--- config.mk ---
export PLATFORM = sky130hd
export DESIGN_NAME = macc_regs
export DESIGN_NICKNAME = d
export VERILOG_FILES = /design/src/design/macc_pkg.sv /design/src/design/macc_regs.sv
export SDC_FILE = /design/constraint.sdc
export NUM_CORES = 1
export LEC_CHECK = 0
export BUFFER_PORTS_ARGS = -buffer_cell sky130_fd_sc_hd__buf_2
export CORE_ASPECT_RATIO = 1.1
export CORE_MARGIN = 8
export CORE_UTILIZATION = 56
export CTS_BUF_LIST = sky130_fd_sc_hd__clkbuf_8
export DETAILED_ROUTE_END_ITERATION = 6
export GPL_TIMING_DRIVEN = 0
export PLACE_DENSITY_LB_ADDON = 0.25
export SLEW_MARGIN = 0
export SYNTH_ARGS = -nofsm -noshare
export SYNTH_HDL_FRONTEND = slang
export SYNTH_SLANG_ARGS = --single-unit
--- constraint.sdc ---
create_clock -name clk_sys_in -period 3.45 [get_ports clk_sys_in]
set_input_delay 0.69 -clock clk_sys_in [delete_from_list [all_inputs] [get_ports clk_sys_in]]
set_output_delay 0.69 -clock clk_sys_in [all_outputs]
set_load 0.1 [all_outputs]
--- src/design/macc_pkg.sv ---
/*
  Shared constants and carrier type for the clock and analog configuration
  register bank: byte addresses, field positions, reset values and the
  serial frame layout.
  Assumes a byte-wide register space reached over a 4-wire serial port.
*/
package macc_pkg;

  // ***************************************************
  // register addresses (15-bit serial address space)
  // ***************************************************
  localparam logic [14:0] ADDR_CLK_CTRL0    = 15'h0029;
  localparam logic [14:0] ADDR_CLK_INPUT    = 15'h002A;
  localparam logic [14:0] ADDR_POS_B0       = 15'h002C;
  localparam logic [14:0] ADDR_POS_B1       = 15'h002D;
  localparam logic [14:0] ADDR_POS_B2       = 15'h002E;
  localparam logic [14:0] ADDR_FS_A_LO      = 15'h0030;
  localparam logic [14:0] ADDR_FS_A_HI      = 15'h0031;
  localparam logic [14:0] ADDR_FS_B_LO      = 15'h0032;
  localparam logic [14:0] ADDR_FS_B_HI      = 15'h0033;
  localparam logic [14:0] ADDR_REF_BYPASS   = 15'h0038;
  localparam logic [14:0] ADDR_TS_CONTROL   = 15'h003B;
  localparam logic [14:0] ADDR_SER_PREEMPH  = 15'h0048;

  // ***************************************************
  // field positions
  // ***************************************************
  localparam int BIT_DEV_CK_PECL   = 2;
  localparam int BIT_SYSREF_PECL   = 1;
  localparam int BIT_SYSREF_INV    = 0;
  localparam int BIT_MAGNIFY       = 4;
  localparam int BIT_REF_BYPASS    = 0;
  localparam int BIT_TS_PECL_EN    = 1;
  localparam int BIT_TS_RECV_EN    = 0;

  // ***************************************************
  // reset values
  // ***************************************************
  localparam logic [7:0]  RST_BYTE       = 8'h00;
  localparam logic [15:0] RST_FULL_SCALE = 16'hA000;
  localparam logic [23:0] RST_POSITION   = 24'h000000;

  // ***************************************************
  // serial frame: r/w bit, 15 address bits, then data bytes
  // ***************************************************
  localparam logic [4:0] CNT_HDR_LAST  = 5'h0F;
  localparam logic [4:0] CNT_DATA_FST  = 5'h10;
  localparam logic [4:0] CNT_DATA_LAST = 5'h17;
  localparam int         PIN_SCLK      = 0;
  localparam int         PIN_CSB       = 1;
  localparam int         PIN_SDI       = 2;
  localparam int         PIN_SYSREF    = 3;
  localparam int         LANES_DEF     = 16;

  typedef struct packed {
    logic        devclock_pecl_mode_en;
    logic        sysref_pecl_mode_en;
    logic        sysref_polarity_invert;
    logic        sysref_strobe_magnify;
    logic [3:0]  sysref_delay_select;
    logic        reference_bypass_sel;
    logic        timestamp_receiver_en;
    logic        timestamp_pecl_mode_en;
    logic [3:0]  lane_preemphasis_code;
    logic [15:0] input_a_full_scale_code;
    logic [15:0] input_b_full_scale_code;
  } macc_cfg_t;

endpackage

--- src/design/macc_regs.sv ---
/*
  Clock, reference, timestamp and serializer configuration register bank
  with its serial register port slave.
  Assumes the serial port pins are asynchronous to clk_sys_in and that the
  serial clock runs well below a tenth of it; the edge position word comes
  from logic on clk_sys_in.
*/
`timescale 1ns/1ps
module macc_regs
  import macc_pkg::*;
#(
  parameter int LANES = LANES_DEF
) (
  input  wire logic                  clk_sys_in,
  input  wire logic                  rst_n_in,
  input  wire logic                  spi_sclk_in,
  input  wire logic                  spi_csb_n_in,
  input  wire logic                  spi_sdi_in,
  output logic                       spi_sdo_out,
  output logic                       spi_sdo_oe_out,
  input  wire logic                  sysref_raw_in,
  input  wire logic [23:0]           sysref_edge_position_in,
  output macc_cfg_t                  cfg_out,
  output logic                       sysref_auto_cal_out,
  output logic                       sysref_aligned_out,
  output logic [LANES-1:0][3:0]      lane_preemphasis_out
);

  // ***************************************************
  // pin synchronisers
  // ***************************************************
  logic [3:0]  pin_s1_r;
  logic [3:0]  pin_s2_r;
  logic        sclk_d_r;
  logic        csb_d_r;

  always_ff @(posedge clk_sys_in or negedge rst_n_in) begin
    if (!rst_n_in) begin
      pin_s1_r <= 4'h2;
      pin_s2_r <= 4'h2;
      sclk_d_r <= 1'b0;
      csb_d_r  <= 1'b1;
    end else begin
      pin_s1_r <= {sysref_raw_in, spi_sdi_in, spi_csb_n_in, spi_sclk_in};
      pin_s2_r <= pin_s1_r;
      sclk_d_r <= pin_s2_r[PIN_SCLK];
      csb_d_r  <= pin_s2_r[PIN_CSB];
    end
  end

  logic sclk_rise;
  logic csb_fall;
  logic sdi;
  assign sclk_rise = pin_s2_r[PIN_SCLK] & ~sclk_d_r & ~pin_s2_r[PIN_CSB];
  assign csb_fall  = csb_d_r & ~pin_s2_r[PIN_CSB];
  assign sdi       = pin_s2_r[PIN_SDI];

  // ***************************************************
  // serial frame tracking
  // ***************************************************
  logic [4:0]  cnt_r;
  logic [15:0] hdr_r;
  logic [7:0]  dsh_r;
  logic [7:0]  rdsh_r;
  logic [14:0] addr_r;
  logic        rd_r;
  logic        hdr_done;
  logic        byte_done;
  logic        in_data;
  logic [15:0] hdr_word;
  logic        wr_en;
  logic [7:0]  wr_data;

  assign in_data   = cnt_r >= CNT_DATA_FST;
  assign hdr_done  = sclk_rise && (cnt_r == CNT_HDR_LAST);
  assign byte_done = sclk_rise && (cnt_r == CNT_DATA_LAST);
  assign hdr_word  = {hdr_r[14:0], sdi};
  assign wr_data   = {dsh_r[6:0], sdi};
  assign wr_en     = byte_done & ~rd_r;

  always_ff @(posedge clk_sys_in or negedge rst_n_in) begin
    if (!rst_n_in) begin
      cnt_r <= 5'h00;
    end else if (pin_s2_r[PIN_CSB]) begin
      cnt_r <= 5'h00;
    end else if (sclk_rise) begin
      // streaming: wrap back into the data phase for the next byte
      cnt_r <= (cnt_r == CNT_DATA_LAST) ? CNT_DATA_FST : cnt_r + 5'h01;
    end
  end

  always_ff @(posedge clk_sys_in or negedge rst_n_in) begin
    if (!rst_n_in) begin
      hdr_r <= 16'h0000;
      dsh_r <= 8'h00;
    end else if (sclk_rise) begin
      if (in_data) begin
        dsh_r <= wr_data;
      end else begin
        hdr_r <= hdr_word;
      end
    end
  end

  always_ff @(posedge clk_sys_in or negedge rst_n_in) begin
    if (!rst_n_in) begin
      rd_r   <= 1'b0;
      addr_r <= 15'h0000;
    end else if (pin_s2_r[PIN_CSB]) begin
      rd_r <= 1'b0;
    end else if (hdr_done) begin
      rd_r   <= hdr_word[15];
      addr_r <= hdr_word[14:0];
    end else if (byte_done) begin
      addr_r <= addr_r + 15'h0001;
    end
  end

  // ***************************************************
  // configuration registers, full bytes kept so reserved bits read back
  // ***************************************************
  logic [7:0]  ctrl0_r;
  logic [7:0]  ctrl1_r;
  logic [15:0] fsa_r;
  logic [15:0] fsb_r;
  logic [7:0]  bgb_r;
  logic [7:0]  tms_r;
  logic [7:0]  spe_r;
  logic [23:0] pos_r;

  always_ff @(posedge clk_sys_in or negedge rst_n_in) begin
    if (!rst_n_in) begin
      ctrl0_r <= RST_BYTE;
      ctrl1_r <= RST_BYTE;
    end else if (wr_en) begin
      if (addr_r == ADDR_CLK_CTRL0) ctrl0_r <= wr_data;
      if (addr_r == ADDR_CLK_INPUT) ctrl1_r <= wr_data;
    end
  end

  always_ff @(posedge clk_sys_in or negedge rst_n_in) begin
    if (!rst_n_in) begin
      fsa_r <= RST_FULL_SCALE;
      fsb_r <= RST_FULL_SCALE;
    end else if (wr_en) begin
      // codes below the recommended floor are taken as written
      if (addr_r == ADDR_FS_A_LO) fsa_r[7:0]  <= wr_data;
      if (addr_r == ADDR_FS_A_HI) fsa_r[15:8] <= wr_data;
      if (addr_r == ADDR_FS_B_LO) fsb_r[7:0]  <= wr_data;
      if (addr_r == ADDR_FS_B_HI) fsb_r[15:8] <= wr_data;
    end
  end

  always_ff @(posedge clk_sys_in or negedge rst_n_in) begin
    if (!rst_n_in) begin
      bgb_r <= RST_BYTE;
      tms_r <= RST_BYTE;
      spe_r <= RST_BYTE;
    end else if (wr_en) begin
      if (addr_r == ADDR_REF_BYPASS)  bgb_r <= wr_data;
      if (addr_r == ADDR_TS_CONTROL)  tms_r <= wr_data;
      if (addr_r == ADDR_SER_PREEMPH) spe_r <= wr_data;
    end
  end

  // snapshot at frame start so a streamed 3-byte read never tears
  always_ff @(posedge clk_sys_in or negedge rst_n_in) begin
    if (!rst_n_in) begin
      pos_r <= RST_POSITION;
    end else if (csb_fall) begin
      pos_r <= sysref_edge_position_in;
    end
  end

  // ***************************************************
  // read path
  // ***************************************************
  function automatic logic [7:0] read_byte(input logic [14:0] a);
    logic [7:0] v;
    v = 8'h00;
    unique case (a)
      ADDR_CLK_CTRL0:   v = ctrl0_r;
      ADDR_CLK_INPUT:   v = ctrl1_r;
      ADDR_POS_B0:      v = pos_r[7:0];
      ADDR_POS_B1:      v = pos_r[15:8];
      ADDR_POS_B2:      v = pos_r[23:16];
      ADDR_FS_A_LO:     v = fsa_r[7:0];
      ADDR_FS_A_HI:     v = fsa_r[15:8];
      ADDR_FS_B_LO:     v = fsb_r[7:0];
      ADDR_FS_B_HI:     v = fsb_r[15:8];
      ADDR_REF_BYPASS:  v = bgb_r;
      ADDR_TS_CONTROL:  v = tms_r;
      ADDR_SER_PREEMPH: v = spe_r;
      default:          v = 8'h00;
    endcase
    return v;
  endfunction

  always_ff @(posedge clk_sys_in or negedge rst_n_in) begin
    if (!rst_n_in) begin
      rdsh_r <= 8'h00;
    end else if (hdr_done) begin
      rdsh_r <= read_byte(hdr_word[14:0]);
    end else if (byte_done) begin
      rdsh_r <= read_byte(addr_r + 15'h0001);
    end else if (sclk_rise && in_data) begin
      rdsh_r <= {rdsh_r[6:0], 1'b0};
    end
  end

  assign spi_sdo_out    = rdsh_r[7];
  assign spi_sdo_oe_out = rd_r & in_data & ~pin_s2_r[PIN_CSB];

  // ***************************************************
  // outputs to the analog and alignment logic
  // ***************************************************
  always_comb begin
    cfg_out.devclock_pecl_mode_en   = ctrl1_r[BIT_DEV_CK_PECL];
    cfg_out.sysref_pecl_mode_en     = ctrl1_r[BIT_SYSREF_PECL];
    cfg_out.sysref_polarity_invert  = ctrl1_r[BIT_SYSREF_INV];
    cfg_out.sysref_strobe_magnify   = ctrl0_r[BIT_MAGNIFY];
    cfg_out.sysref_delay_select     = ctrl0_r[3:0];
    cfg_out.reference_bypass_sel    = bgb_r[BIT_REF_BYPASS];
    cfg_out.timestamp_receiver_en   = tms_r[BIT_TS_RECV_EN];
    cfg_out.timestamp_pecl_mode_en  = tms_r[BIT_TS_PECL_EN];
    cfg_out.lane_preemphasis_code   = spe_r[3:0];
    cfg_out.input_a_full_scale_code = fsa_r;
    cfg_out.input_b_full_scale_code = fsb_r;
  end

  assign sysref_auto_cal_out = (ctrl0_r[3:0] == 4'h0);

  always_ff @(posedge clk_sys_in or negedge rst_n_in) begin
    if (!rst_n_in) begin
      sysref_aligned_out <= 1'b0;
    end else begin
      sysref_aligned_out <= pin_s2_r[PIN_SYSREF] ^ ctrl1_r[BIT_SYSREF_INV];
    end
  end

  genvar gl;
  generate
    for (gl = 0; gl < LANES; gl++) begin : g_lane
      assign lane_preemphasis_out[gl] = spe_r[3:0];
    end
  endgenerate
endmodule

==> results.py <==
metrics = {
    "status": {
        "status": "finished clean",
    },
    "clocking": {
        "ctsRootBufferMaster": "clkbuf_8",
        "cts_tree": "built",
        "clockBufferDepth": 2,
        "numCtsBuffers": 17,
        "hold_buffers": 0,
        "clock_sink_count": 158,
        "clkTransAtPathRegs_ns": 0.09,
        "clkLatencyLatePin_ns": 0.48,
        "cts.htree.levels": 4,
    },
    "timing": {
        "finalSetupViolations": 0,
        "timing.final.ws_setup_ns": 0.01006,
        "fin_crit_ns": 3.440,
        "fin_skew_ns": 0.01070,
        "finalMaxSlewViolations": 0,
        "tightest_slew_ns": 0.8692,
        "final_hold_viol_count": 0,
        "holdWs_ns": 0.1615,
        "slew-limit-headroom_pct": 41.52,
        "rsz0062_at_grt": "false",
        "period_share_pct": 99.71,
        "clock.fmax_mhz": 290.7,
    },
    "power": {
        "p_seq_share_pct": 51.6,
        "p_sw_share_pct": 31.69,
        "p_per_area_nw_per_um2": 362.3,
        "p_leak_nw": 5.283,
        "clkPwrFrac_pct": 35.5,
        "p_switching_mw": 1.265,
        "power.total_mw": 3.992,
        "p_int_mw": 2.726,
        "peakVddDrop_mv": 0.2757,
        "power.combinational.fraction_pct": 12.9,
    },
    "critical_path": {
        "crit_required_ns": 3.81,
        "arrival_ns": 3.80,
        "worstPathMaxFanout": 10,
        "crit_chain": "inv_1 -> ha_1 -> clkbuf_1 -> buf_2 -> nor4bb_1 -> nand3_1 -> mux2_2",
        "critPathSlowestCell": "clkbuf_1",
        "r2r_cells": 7,
        "crit_cells": 7,
        "critical_path_class": "flip-flop to flip-flop",
        "critical_path_buf_inv_count": 3,
        "end_kind": "flip-flop",
        "critical_path.max_stage_delay_ns": 0.53,
        "worstSetupStartpointType": "flip-flop",
        "cp_top_family": "buffers and inverters",
    },
    "route": {
        "wl_met2_mm": 15.88,
        "met1Wirelength_mm": 12.93,
        "antenna_left": 0,
        "dr_total_vias": 8604,
        "drcViolationCount": 0,
        "wl_per_cell_um": 25.08,
        "vias_per_cell": 6.518,
        "wl_mm": 33.11,
        "wl_met3_mm": 2.748,
        "dr.pass1.iters": 6,
        "routed.top_layer": "met4",
        "drt-initial-drc-count": 998,
    },
    "synthesis": {
        "ys_ff_latch": 158,
        "ys_types": 90,
        "yosys_warnings": 0,
        "synth_fp_nets": 972,
        "yosysSeqAreaShare_pct": 41.46,
        "avgSynthCellArea_um2": 10.22,
        "netlist_area_um2": 9558,
        "syn-instance-count": 935,
        "synthArstFlopShare_pct": 100.0,
        "synth_common_cells": "dfrtp_1, mux2_2, buf_4",
        "synth.most_common_cell": "dfrtp_1",
        "ys.flop_type": "dfrtp_1",
        "synth_top_area_cell": "dfrtp_1",
        "synth_top_area_share_pct": 39.53,
        "yosys-top-cells-area": "dfrtp_1, mux2_2, buf_4",
        "synth_edf_count": 0,
    },
    "final_layout": {
        "finalNonFillerCells": 1320,
        "final_nets": 1136,
        "multi_input_area_um2": 4708,
        "fillCellCount": 1424,
        "post-route-util_pct": 65.23,
        "n_antenna_cell": 0,
        "drive_above_1_share_pct": 39.93,
        "regArea_um2": 3963,
        "area_growth_pct": 15.28,
    },
    "global_routing": {
        "grt_overflow": 0,
        "grt_max_degree": 86,
        "grt_pass1_wl_mm": 50.65,
        "antenna_found_initial": 0,
        "track_usage_pct": 30.68,
        "grt_pass1_vias": 8184,
    },
    "floorplanning": {
        "rows": 50,
        "initial_core_util_pct": 56.59,
        "core_um2": 16890,
        "io_pins": 145,
        "die_area_um2": 21510,
        "die_x_um": 140.6,
        "die_h_um": 153.0,
    },
    "placement": {
        "dpl_worst_slack_ns": -0.003049,
        "finalWeightedCongestion": 1.017,
        "port_buffers": 144,
        "dpl.hpwl_mm": 24.78,
        "dp_cells": 1288,
    },
    "flow_run": {
        "max-cap-violations": 0,
    },
    "min_path": {
        "hold_class": "primary input to async pin",
    },
}
-- through the flow --
stage,area [um^2],TNS (ns)
2_1_floorplan,9569,0
3_3_place_gp,10550,-105.90
3_5_place_dp,10590,-0.005957
4_1_cts,10990,0
5_1_grt,11020,0
6_report,11020,0
-- registers in the layout (all words and copies together), names as in the netlist, 4 cells and up --
signal	flops
pos_r	24
fsa_r	16
fsb_r	16
addr_r	15
hdr_r	15
bgb_r	8
ctrl0_r	8
ctrl1_r	8
rdsh_r	8
spe_r	8
tms_r	8
dsh_r	7
cnt_r	5
pin_s1_r	4
pin_s2_r	4
-- power by group through the flow --
stage               combinational, mW  clock (mW)  sequential [mW]
global placement                0.495           0             2.09
CTS                             0.503        1.43             2.06
global route                    0.547        1.50             2.07
detailed placement              0.500           0             2.09
finish                          0.514        1.42             2.06
floorplan                       0.305           0             2.04
-- final timing paths --
kind | slack, ns | end | from
worst max-delay path | 0.01 | spe_r[6] | addr_r[0]
worst min-delay path | 0.16 | sclk_d_r | rst_n_in
worst max register to register | 0.01 | spe_r[6] | addr_r[0]
worst min register to register | 0.36 | pin_s2_r[1] | pin_s1_r[1]
max in group asynchronous | 2.43 | fsa_r[15] | rst_n_in
min in group clk_sys_in | 0.30 | pin_s1_r[1] | spi_csb_n_in
-- layout make-up --
class | instances | area share (%)
clock buffer | 17 | 2.124
buffer | 142 | 7.926
inverter | 15 | 0.5110
clock inverter | 15 | 1.499
timing repair buffer | 145 | 6.882
multi-input combinational | 620 | 42.73
sequential | 158 | 35.96
tap | 208 | 2.362
-- placed cells by master (no fill, tap or decap), drive strengths merged, types with 8 or more instances in the layout --
master and instances:
a22o 12, or3 8, clkbuf 60, nor2 50, buf 244, o21ai 32, a32oi 10, nand2 59
nor4 16, dfrtp 151, nand4 12, a31oi 11, and3 13, a21oi 52, a22oi 32, and2 9
inv 25, nor2b 8, a221oi 9, nor3 21, nand3 27, mux2 120, o22ai 8
-- per-layer routing --
layer  GRT usage, %  up-vias
li1               -     3740
met1          38.51     4267
met2          49.05      481
met3          7.040      116
met4          15.01        0
met5              0        -
-- logic make-up after synthesis --
kind of cell,Yosys count,share of synthesized area (%)
compound gates,217,16.44
simple gates,258,15.05
xor+xnor,7,0.6415
buf+inv,157,9.674
mux,131,15.81
flops,158,41.46
fa+ha+maj,7,0.9163
-- what timing repair did --
item / CTS / global route
pin swaps: 0 / 0
resized for setup: 2 / 8
gates cloned: 0 / 0
buffers inserted: 0 / 0
endpoints found under the setup margin: 15 / 8
No activity file was read; power rests on OpenSTA's default activity.
